--- config.mk ---
export PLATFORM = sky130hd
export DESIGN_NAME = cvdp_ctrl_flat
export DESIGN_NICKNAME = d
export VERILOG_FILES = /design/src/pkg/cvdp_pkg.sv /design/src/pkg/cvdp_if.sv /design/src/design/cvdp_ctrl.sv /design/src/flat_wrapper.sv
export VERILOG_INCLUDE_DIRS = /design/src /design/src/pkg
export SDC_FILE = /design/constraint.sdc
export NUM_CORES = 1
export LEC_CHECK = 0
export BUFFER_PORTS_ARGS = -buffer_cell sky130_fd_sc_hd__buf_2
export CAP_MARGIN = 20
export CORE_ASPECT_RATIO = 2
export CORE_UTILIZATION = 25
export DETAILED_ROUTE_END_ITERATION = 12
export MAX_ROUTING_LAYER = met4
export PLACE_DENSITY = 0.52
export SETUP_SLACK_MARGIN = 0.05
export SLEW_MARGIN = 20
export SYNTH_ARGS = -nofsm -noshare
export SYNTH_HDL_FRONTEND = slang
export SYNTH_SLANG_ARGS = --single-unit
--- constraint.sdc ---
create_clock -name clk_in -period 9.7 [get_ports clk_in]
set_input_delay 1.455 -clock clk_in [delete_from_list [all_inputs] [get_ports clk_in]]
set_output_delay 1.455 -clock clk_in [all_outputs]
set_load 0.03 [all_outputs]
--- src/pkg/cvdp_params.svh ---
// Constants of the character-cell video data path
`ifndef CVDP_PARAMS_SVH
`define CVDP_PARAMS_SVH
`define CVDP_DOTS          7
`define CVDP_LINES         10
`define CVDP_LINE_W        4
`define CVDP_CELL_W        11
`define CVDP_ADDR_W        16
`define CVDP_DATA_W        8
`define CVDP_TOP_BIT       7
`define CVDP_DOT_MSB       6
`define CVDP_LAST_DOT      3'h6
`define CVDP_HOST_SLOT     3'h0
`define CVDP_GLYPH_FIRST   4'h0
`define CVDP_GLYPH_LAST    4'h6
`define CVDP_GAP_LINES     3
`define CVDP_CELLS         11'h780
`define CVDP_CHR_DEPTH     2048
`define CVDP_ROM_DEPTH     2048
`define CVDP_ROW_CELLS     11'h050
`define CVDP_MEM_NS        150
`define CVDP_CLK_NS        100
`define CVDP_MEM_CYC       ((`CVDP_MEM_NS + `CVDP_CLK_NS - 1) / `CVDP_CLK_NS)
`define CVDP_REG_CTRL      4'h0
`define CVDP_REG_ADDR      4'h4
`define CVDP_REG_DATA      4'h8
`define CVDP_REG_STAT      4'hc
`define CVDP_RESP_OK       2'h0
`define CVDP_RESP_ERR      2'h2
`endif

--- src/pkg/cvdp_pkg.sv ---
// Types of the character-cell video data path
package cvdp_pkg;
    typedef enum logic [1:0] {
        CVDP_MODE_CHAR,
        CVDP_MODE_MAPPED,
        CVDP_MODE_COMBINED,
        CVDP_MODE_CHRAM
    } cvdp_mode_t;
    typedef enum logic [1:0] {
        CVDP_TGT_DISPLAY,
        CVDP_TGT_CHRAM,
        CVDP_TGT_SYMBOL
    } cvdp_target_t;
endpackage

--- src/pkg/cvdp_if.sv ---
// Link between display timing controller side and data path
`timescale 1ns/1ps
`default_nettype none
interface cvdp_if;
    logic [15:0] mem_addr;
    logic [3:0]  scan_line;
    logic        dot_last;
    logic        blank;
    logic        host_we;
    logic        host_tgt_sym;
    logic        host_tgt_chr;
    logic [15:0] host_addr;
    logic [7:0]  host_wdata;
    logic        host_slot;
    modport path (
        input  mem_addr, scan_line, dot_last, blank,
        input  host_we, host_tgt_sym, host_tgt_chr, host_addr, host_wdata,
        output host_slot
    );
    modport ctrl (
        output mem_addr, scan_line, dot_last, blank,
        output host_we, host_tgt_sym, host_tgt_chr, host_addr, host_wdata,
        input  host_slot
    );
endinterface
`default_nettype wire

--- src/design/cvdp_ctrl.sv ---
// Timing controller end: addresses, line count and host writes over AXI-Lite
//
// The AXI4-Lite register port and the address map were chosen for this implementation.
`include "cvdp_params.svh"
`timescale 1ns/1ps
`default_nettype none
module cvdp_ctrl
    import cvdp_pkg::*;
(
    input  wire logic        clk_in,
    input  wire logic        resetn_in,
    input  wire logic [3:0]  awaddr,
    input  wire logic        awvalid,
    output logic             awready,
    input  wire logic [31:0] wdata,
    input  wire logic [3:0]  wstrb,
    input  wire logic        wvalid,
    output logic             wready,
    output logic [1:0]       bresp,
    output logic             bvalid,
    input  wire logic        bready,
    input  wire logic [3:0]  araddr,
    input  wire logic        arvalid,
    output logic             arready,
    output logic [31:0]      rdata,
    output logic [1:0]       rresp,
    output logic             rvalid,
    input  wire logic        rready,
    output logic [1:0]       mode_out,
    cvdp_if.ctrl             lnk
);
    logic [2:0]  dot_r;
    logic [3:0]  line_r;
    logic [10:0] cell_r;
    logic [10:0] row_start_r;
    logic [10:0] page_start_r;
    logic [1:0]  mode_r;
    logic [15:0] haddr_r;
    logic [7:0]  hdata_r;
    logic [1:0]  htgt_r;
    logic        hpend_r;
    logic        aw_r;
    logic        w_r;
    logic [3:0]  awa_r;
    logic [31:0] wd_r;
    logic        wr_go;

    assign lnk.dot_last  = (dot_r == `CVDP_LAST_DOT);
    assign lnk.scan_line = line_r;
    assign lnk.mem_addr  = {1'b0, line_r, cell_r};
    assign lnk.blank     = (line_r >= 4'(`CVDP_LINES - `CVDP_GAP_LINES));
    assign lnk.host_we   = hpend_r;
    assign lnk.host_addr = haddr_r;
    assign lnk.host_wdata = hdata_r;
    assign lnk.host_tgt_chr = (htgt_r == 2'h1);
    assign lnk.host_tgt_sym = (htgt_r == 2'h2);
    assign mode_out = mode_r;

    // Dot, cell and line sequencing from page start
    always_ff @(posedge clk_in or negedge resetn_in) begin
        if (!resetn_in) begin
            dot_r <= 3'h0;
            line_r <= 4'h0;
            cell_r <= 11'h000;
            row_start_r <= 11'h000;
        end else if (dot_r != `CVDP_LAST_DOT) begin
            dot_r <= dot_r + 3'h1;
        end else begin
            dot_r <= 3'h0;
            if (cell_r + 11'h001 - row_start_r != `CVDP_ROW_CELLS) begin
                cell_r <= cell_r + 11'h001;
            end else if (line_r != 4'(`CVDP_LINES - 1)) begin
                line_r <= line_r + 4'h1;
                cell_r <= row_start_r;
            end else begin
                line_r <= 4'h0;
                row_start_r <= (cell_r + 11'h001 >= `CVDP_CELLS) ?
                               page_start_r : cell_r + 11'h001;
                cell_r <= (cell_r + 11'h001 >= `CVDP_CELLS) ?
                          page_start_r : cell_r + 11'h001;
            end
        end
    end

    // AXI-Lite write channel capture
    assign awready = ~aw_r & ~bvalid;
    assign wready  = ~w_r & ~bvalid;
    assign wr_go   = aw_r & w_r & ~hpend_r;
    always_ff @(posedge clk_in or negedge resetn_in) begin
        if (!resetn_in) begin
            aw_r <= 1'b0;
            w_r <= 1'b0;
            awa_r <= 4'h0;
            wd_r <= 32'h0;
            bvalid <= 1'b0;
            bresp <= `CVDP_RESP_OK;
        end else begin
            if (awvalid & awready) begin
                aw_r <= 1'b1;
                awa_r <= awaddr;
            end
            if (wvalid & wready) begin
                w_r <= 1'b1;
                wd_r <= wdata;
            end
            if (wr_go) begin
                aw_r <= 1'b0;
                w_r <= 1'b0;
                bvalid <= 1'b1;
                bresp <= (awa_r == `CVDP_REG_STAT) ?
                         `CVDP_RESP_ERR : `CVDP_RESP_OK;
            end else if (bvalid & bready) begin
                bvalid <= 1'b0;
            end
        end
    end

    // Control registers and pending host write, issued in host slot
    always_ff @(posedge clk_in or negedge resetn_in) begin
        if (!resetn_in) begin
            mode_r <= 2'h0;
            page_start_r <= 11'h000;
            haddr_r <= 16'h0000;
            htgt_r <= 2'h0;
            hdata_r <= 8'h00;
            hpend_r <= 1'b0;
        end else begin
            if (hpend_r & lnk.host_slot)
                hpend_r <= 1'b0;
            if (wr_go) begin
                unique case (awa_r)
                    `CVDP_REG_CTRL: begin
                        mode_r <= wd_r[1:0];
                        htgt_r <= wd_r[5:4];
                        page_start_r <= wd_r[26:16];
                    end
                    `CVDP_REG_ADDR: haddr_r <= wd_r[15:0];
                    `CVDP_REG_DATA: begin
                        hdata_r <= wd_r[7:0];
                        hpend_r <= 1'b1;
                    end
                    default: ;
                endcase
            end
        end
    end

    // Read channel
    assign arready = ~rvalid;
    always_ff @(posedge clk_in or negedge resetn_in) begin
        if (!resetn_in) begin
            rvalid <= 1'b0;
            rdata <= 32'h0;
            rresp <= `CVDP_RESP_OK;
        end else if (arvalid & arready) begin
            rvalid <= 1'b1;
            rresp <= `CVDP_RESP_OK;
            unique case (araddr)
                `CVDP_REG_CTRL: rdata <= {5'h0, page_start_r, 10'h0,
                                          htgt_r, 2'h0, mode_r};
                `CVDP_REG_ADDR: rdata <= {16'h0, haddr_r};
                `CVDP_REG_DATA: rdata <= {24'h0, hdata_r};
                `CVDP_REG_STAT: rdata <= {9'h0, hpend_r, line_r, 7'h0,
                                          cell_r};
                default: begin
                    rdata <= 32'h0;
                    rresp <= `CVDP_RESP_ERR;
                end
            endcase
        end else if (rready) begin
            rvalid <= 1'b0;
        end
    end
endmodule
`default_nettype wire

--- src/flat_wrapper.sv ---
// flat-port wrapper written by rule: the top's interface ports become plain ports
module cvdp_ctrl_flat import cvdp_pkg::*;
  (clk_in, resetn_in, awaddr, awvalid, awready, wdata, wstrb, wvalid, wready, bresp, bvalid, bready, araddr, arvalid, arready, rdata, rresp, rvalid, rready, mode_out, lnk_mem_addr, lnk_scan_line, lnk_dot_last, lnk_blank, lnk_host_we, lnk_host_tgt_sym, lnk_host_tgt_chr, lnk_host_addr, lnk_host_wdata, lnk_host_slot);
  cvdp_if lnk_i ();
  input  wire logic clk_in;
  input  wire logic resetn_in;
  input  wire logic [3:0] awaddr;
  input  wire logic awvalid;
  output logic awready;
  input  wire logic [31:0] wdata;
  input  wire logic [3:0] wstrb;
  input  wire logic wvalid;
  output logic wready;
  output logic [1:0] bresp;
  output logic bvalid;
  input  wire logic bready;
  input  wire logic [3:0] araddr;
  input  wire logic arvalid;
  output logic arready;
  output logic [31:0] rdata;
  output logic [1:0] rresp;
  output logic rvalid;
  input  wire logic rready;
  output logic [1:0] mode_out;
  output wire logic [$bits(lnk_i.mem_addr)-1:0] lnk_mem_addr;
  output wire logic [$bits(lnk_i.scan_line)-1:0] lnk_scan_line;
  output wire logic [$bits(lnk_i.dot_last)-1:0] lnk_dot_last;
  output wire logic [$bits(lnk_i.blank)-1:0] lnk_blank;
  output wire logic [$bits(lnk_i.host_we)-1:0] lnk_host_we;
  output wire logic [$bits(lnk_i.host_tgt_sym)-1:0] lnk_host_tgt_sym;
  output wire logic [$bits(lnk_i.host_tgt_chr)-1:0] lnk_host_tgt_chr;
  output wire logic [$bits(lnk_i.host_addr)-1:0] lnk_host_addr;
  output wire logic [$bits(lnk_i.host_wdata)-1:0] lnk_host_wdata;
  input wire logic [$bits(lnk_i.host_slot)-1:0] lnk_host_slot;
  assign lnk_mem_addr = lnk_i.mem_addr;
  assign lnk_scan_line = lnk_i.scan_line;
  assign lnk_dot_last = lnk_i.dot_last;
  assign lnk_blank = lnk_i.blank;
  assign lnk_host_we = lnk_i.host_we;
  assign lnk_host_tgt_sym = lnk_i.host_tgt_sym;
  assign lnk_host_tgt_chr = lnk_i.host_tgt_chr;
  assign lnk_host_addr = lnk_i.host_addr;
  assign lnk_host_wdata = lnk_i.host_wdata;
  assign lnk_i.host_slot = lnk_host_slot;
  cvdp_ctrl u_core (.clk_in(clk_in), .resetn_in(resetn_in), .awaddr(awaddr), .awvalid(awvalid), .awready(awready), .wdata(wdata), .wstrb(wstrb), .wvalid(wvalid), .wready(wready), .bresp(bresp), .bvalid(bvalid), .bready(bready), .araddr(araddr), .arvalid(arvalid), .arready(arready), .rdata(rdata), .rresp(rresp), .rvalid(rvalid), .rready(rready), .mode_out(mode_out), .lnk(lnk_i));
endmodule
# Word-level counts from Yosys, hierarchy flattened
# Cells that the tools add are included.
[word_totals] register_bits=140 word_cells=83
[op_classes] n_addsub=4 magnitude_cmp=2 n_eq_ne=12 n_mux=19 bitwise_logic=16 reduce_logical=11
[op_table] operator="27-bit case mux with 4 select lines" count=1
[op_table] operator="11-bit 2-to-1 mux" count=3
[op_table] operator="4-bit equality test (second input constant)" count=4
[op_table] operator="11-bit by 1-bit adder with 11-bit output (second input constant)" count=1
[op_table] operator="11-bit greater-or-equal comparator (second input constant)" count=1
[op_table] operator="1-bit 2-to-1 mux" count=11
[op_table] operator="11-bit by 7-bit inequality test with 1-bit output (second input constant)" count=1
[op_table] operator="11-bit subtractor" count=1
[op_table] operator="1-bit AND" count=9
[op_table] operator="4-bit by 3-bit equality test with 1-bit output (second input constant)" count=2
[op_table] operator="4-bit logical NOT" count=2
[op_table] operator="2-bit AND reduction" count=4
[op_table] operator="2-bit nonzero test" count=4
[op_table] operator="1-bit inverter" count=7
[op_table] operator="4-bit by 1-bit adder with 4-bit output (second input constant)" count=1
[op_table] operator="4-bit by 3-bit greater-or-equal comparator with 1-bit output (second input constant)" count=1
[op_table] operator="2-bit 2-to-1 mux" count=2
[op_table] operator="4-bit 2-to-1 mux" count=1
[op_table] operator="4-bit inequality test (second input constant)" count=1
[op_table] operator="4-bit OR reduction" count=1
[op_table] operator="3-bit by 1-bit adder with 3-bit output (second input constant)" count=1
[op_table] operator="3-bit equality test (second input constant)" count=1
[op_table] operator="3-bit 2-to-1 mux" count=1
[op_table] operator="3-bit inequality test (second input constant)" count=1
[op_table] operator="other kinds (2)" count=2

# Logic depth before layout (Yosys ltp)
[logic_depth] word_depth=5 mapped_depth=15

# Worst setup path before layout
# OpenSTA, ideal clock, no wires.
[synth_path] kind="reg-to-reg" from="register u_core.cell_r[0]" to="register u_core.row_start_r[10]" arrival_ns=3.845 t_required_ns=9.575 slack_ns=5.730 stages_incl_launch_ff=15 cell_sequence="dfrtp_1 > ha_1 > nand4_4 > nor2_1 > xor2_1 > ha_1 > a21oi_1 > o21ai_0 > xor2_1 > a2111oi_4 > o211ai_2 > a2111oi_4 > nand2_2 > buf_6 > mux2_4"
[synth_via] elab_chain_cells=5
[synth_lines] element="start: declaration" line_no="cvdp_ctrl.sv:34" source="logic [10:0] cell_r;"
[synth_lines] element="start signal: assignment" line_no="cvdp_ctrl.sv:71" source="cell_r <= cell_r + 11'h001;"
[synth_lines] element="start signal: assignment" line_no="cvdp_ctrl.sv:74" source="cell_r <= row_start_r;"
[synth_lines] element="start signal: assignment" line_no="cvdp_ctrl.sv:79" source="cell_r <= (cell_r + 11'h001 >= `CVDP_CELLS) ?"
[synth_lines] element="11-bit by 1-bit adder with 11-bit output *" line_no="cvdp_ctrl.sv:70, cvdp_ctrl.sv:77, cvdp_ctrl.sv:78"
[synth_lines] element="11-bit subtractor" line_no="cvdp_ctrl.sv:70" source="if (cell_r + 11'h001 - row_start_r != `CVDP_ROW_CELLS) begin"
[synth_lines] element="11-bit by 7-bit inequality test with 1-bit output (no line)"
[synth_lines] element="1-bit inverter (no line)"
[synth_lines] element="2-bit AND reduction (no line)"
[synth_lines] element="end signal: assignment" line_no="cvdp_ctrl.sv:77" source="row_start_r <= (cell_r + 11'h001 >= `CVDP_CELLS) ?"
[synth_lines] element="end: declaration" line_no="cvdp_ctrl.sv:35" source="logic [10:0] row_start_r;"
# Mark *: on every way between the ends. The rest lies on a longest branch, timed or not.
# A chain may end at the register's enable or synchronous reset.

# Worst setup path after layout
[layout_path] from="register u_core.cell_r[0]" to="register u_core.line_r[1], in the netlist u_core.lnk.scan_line[1]"
[layout_via] elab_chain_cells=5
[layout_lines] element="11-bit by 1-bit adder with 11-bit output" line_no="cvdp_ctrl.sv:70"
[layout_lines] element="11-bit subtractor" line_no="cvdp_ctrl.sv:70"
[layout_lines] element="11-bit by 7-bit inequality test with 1-bit output (no line)"
[layout_lines] element="1-bit inverter (no line)"
[layout_lines] element="2-bit AND reduction (no line)"
[layout_lines] element="end signal: assignment" line_no="cvdp_ctrl.sv:73" source="line_r <= line_r + 4'h1;"
[layout_lines] element="end: declaration" line_no="cvdp_ctrl.sv:33" source="logic [3:0] line_r;"
# No other way between the ends.

==> results.md <==
* Status: completed
* Layout cell share with drive strength beyond 1 at 0.361
* Residual DRC at 0
* Ys flop type: dfrtp_1
* Worst hold path class: reg -> reg
* DP HPWL at between 10000 and 15000 µm
* Core ar. at 25800 µm²
* Unrepaired setup endpoints after global routing: false
* Mapped Area at approximately 6600 µm²
* Clock transition at path regs at ~60 ps
* Slowest CP cell: dfrtp_1
* Synth top area cells: dfrtp_1 (51%), mux2_2 (12%), nand2_1 (4.2%)
* First-pass GRT wire length at about 30000 µm
* Clk pwr share at 0.344
* FFs w/ async S/R, synth at 1.00
* Register share of total power at 0.415
* Critical-path cell list: ha_1 > nand4_4 > nor2_1 > xor2_1 > ha_1 > a21oi_1 > o21ai_0 > xor2_1 > a2111oi_4 > o211ai_2 > a2111oi_4 > buf_4 > nand3_2 > mux2_4
* Routed vias/inst at about 4.6
* Startpoint type of the worst setup path: flop
* Fmax at approximately 220 MHz
* CTS Buffer Depth at 2
* Largest family of logic cells by synthesized area: multiplexers
* GRT Total Usage at 0.156
* Setup CP Type: reg -> reg
* Commonest non-fill, non-tap cell in the layout: dfrtp_1
* CP Data Arrival Time at 4900 ps
* Clk sinks at between 100 and 150
* Avg Inst Size Synth at roughly 11 µm²
* Leakage power at approximately 3.8 nW
* Initial antenna violation count at 0
* Setup TNS at 0 ps
* Least-Margin Pin Slew at slightly below 1000 ps
* Final slew viol count at 0
* Final Setup Violations at 0
* Distinct cells, synth at 63
* CTS tree: yes
* Final WL at 19300 µm
* Yosys warnings at 0
* Worst skew pair latency at approximately 430 ps
* Largest net degree at the start of global routing at 75
* Vias in the first global route at ~5000
* CTS Buf Count at 17
* Synth Area in Compound Gates at 0.119
* Port Buffers at roughly 130
* Fill cells at around 2800
* Logic gate share of total power at 0.242
* Crit end category: flop
* Skew final at around 5.7 ps
* Post-synthesis mux area share at 0.162
* Placer Congestion at roughly 0.87
* CP peak stage delay at between 500 and 600 ps
* Total number of vias at between 4000 and 5000
* Die height at 231 µm
* Antenna Nets Post-Route at 0
* Synth Area in Adders at 0.0210
* Die width at between 100 and 150 µm
* Clk root buf: clkbuf_16
* Gr ovfl total at 0
* Starting Density at 0.255
* Most area-hungry cell type in the Yosys netlist: dfrtp_1
* IO Count at around 140
* Crit-path max FO at 22
* Req. time, crit path at roughly 10000 ps
* P per Cell Area at approximately 250 nW/µm²
* Net switching fraction of the power at 0.326
* Drt wl/cell at ~18 µm
* Fin crit period at around 4600 ps
* Finished Core Util at 0.318
* Post_cts resized at 0
* Post-CTS setup buffer count at 0
* Syn-to-layout area delta at 24.6%
* Total die area at 27000 µm²
* NetSw at between 0.6 and 0.7 mW
* H-tree depth at 4
* Max VDD drop at approximately 0.16 mV
* Final #Nets at about 780
* Crit share post-route at 0.473
* Max_cap viols at 0
* N_diodes at 0
* Sequential element share of the synthesized area at 0.507
* Area share of the largest cell type after synthesis at 0.507
* Post-synthesis cell count at 591
* CP Buf/Inv Count at 1
* Initial drt markers at about 250
* Standard-cell rows at a little over 80
* Delay-heaviest family, CP: compound AO/OA/AOI/OAI gates
* Drt first pass iters at 4
* Synth Area in Simple Gates at 0.119
* Relative slew slack at 0.352
* Synth Area in XOR/XNOR at 0.0282
* Number of register bits inferred by synthesis at approximately 130
* Most frequent cells in the layout: dfrtp_1 (133), buf_2 (125), nand2_1 (74), mux2_2 (72), o21ai_0 (46)
* Internal power at 1.39 mW
* Post-CTS Hold Buffers at 0
* EDFF count, synth at 0
* Hold Vio Cnt, Final at 0
==> synth_stat cells, drive strengths merged (2+ instances only) <==
cell type and number:
and2 3, o211ai 3, or2 2, xnor3 2, mux2 80, nand4 5, dfrtp 133, nand3 26
o21ai 46, a21o 2, a211o 2, ha 11, a22o 8, nor3 6, nand3b 3, nand2 75
xnor2 9, inv 20, mux2i 13, a221oi 5, o31ai 2, a21boi 2, a31oi 3, a21oi 16
o311ai 3, nor2 21, o21a 4, a22oi 9, nor2b 6, clkbuf 21, nand2b 3, and3 4
a2111oi 3, buf 18, xor2 7, or3 2
==> layer usage <==
| layer | GRT usage | share of wire | wire (µm) | up-vias |
|---|---|---|---|---|
| met3 | 0.0282 | 0.028 | 532 | 32 |
| met2 | 0.286 | 0.58 | 11100 | 121 |
| met1 | 0.151 | 0.36 | 6920 | 2440 |
| li1 | - | - | - | 2328 |
| met4 | 0.0815 | 0.038 | 728 | 0 |
| met5 | - | 0 | 0 | - |
==> worst reg2reg max path, stage by stage, from the launching register on <==
cell and delay [ps]:
dfrtp_1 590, ha_1 450, nand4_4 210, nor2_1 180, xor2_1 430, ha_1 410, a21oi_1 150, o21ai_0 110
xor2_1 200, a2111oi_4 390, o211ai_2 160, a2111oi_4 390, buf_4 380, nand3_2 120, mux2_4 310
==> registers in the layout, indices dropped and copies added, names as in the netlist, 2 cells and up <==
register	cells
u_core.dot_r	3
u_core.wd_r	27
u_core.cell_r	11
u_core.page_start_r	11
u_core.lnk.host_addr	16
u_core.lnk.scan_line	4
u_core.awa_r	4
u_core.lnk.host_wdata	8
u_core.mode_out	2
u_core.rdata	27
u_core.row_start_r	11
u_core.htgt_r	2
==> area by class of cell <==
type / count / area (µm²) / area share
multi-input combinational: 406 / 3010 / 0.367
clock inverter: 7 / 141 / 0.0173
inverter: 20 / 75.1 / 0.00917
timing repair buffer: 135 / 704 / 0.0861
clock buffer: 25 / 505 / 0.0618
sequential: 133 / 3330 / 0.407
tap: 340 / 425 / 0.0520
==> power by group through the flow <==
stage / Clock (mW) / Combinational (mW) / Sequential (mW)
floorplan: 0 / 0.235 / 0.937
global placement: 0 / 0.498 / 0.864
detailed placement: 0 / 0.506 / 0.869
CTS: 0.725 / 0.507 / 0.859
global route: 0.749 / 0.533 / 0.878
finish: 0.709 / 0.498 / 0.856
==> path summary, 6_finish.rpt <==
kind                       cells past startpoint              from                 endpoint  slack (ps)
min reg2reg                                    1   u_core.dot_r[0]          u_core.dot_r[0]         440
max                                           14  u_core.cell_r[0]  u_core.lnk.scan_line[1]        5110
min                                            1   u_core.dot_r[0]          u_core.dot_r[0]         440
max in group asynchronous                      2         resetn_in         u_core.rdata[20]        7360
min in group asynchronous                      1         resetn_in           u_core.wd_r[0]        1060
max reg2reg                                   14  u_core.cell_r[0]  u_core.lnk.scan_line[1]        5110
==> stage by stage <==
stage | hold WS [ps] | setup slack, ps | cells | cell area (µm²) | power (mW)
2_1_floorplan | 421 | 5730 | 598 | 6590 | 1.17
3_3_place_gp | 434 | 5200 | 1034 | 7540 | 1.36
3_5_place_dp | 438 | 5120 | 1034 | 7540 | 1.37
4_1_cts | 446 | 5090 | 1066 | 8190 | 2.09
5_1_grt | 467 | 4930 | 1066 | 8190 | 2.16
6_report | 443 | 5110 | 1066 | 8190 | 2.06
==> logic make-up (layout without fill, tap and decap cells) <==
| kind of cell | after synthesis | after routing |
|---|---|---|
| AND/OR/NAND/NOR | 162 | 162 |
| flip-flops | 133 | 133 |
| AO/OA/AOI/OAI | 114 | 114 |
| multiplexers | 93 | 93 |
| buffers and inverters | 59 | 187 |
| XOR/XNOR | 18 | 18 |
| adder cells (fa/ha/maj) | 11 | 11 |
| other | 1 | 8 |
Note: power is estimated with default switching activity, not from simulation.
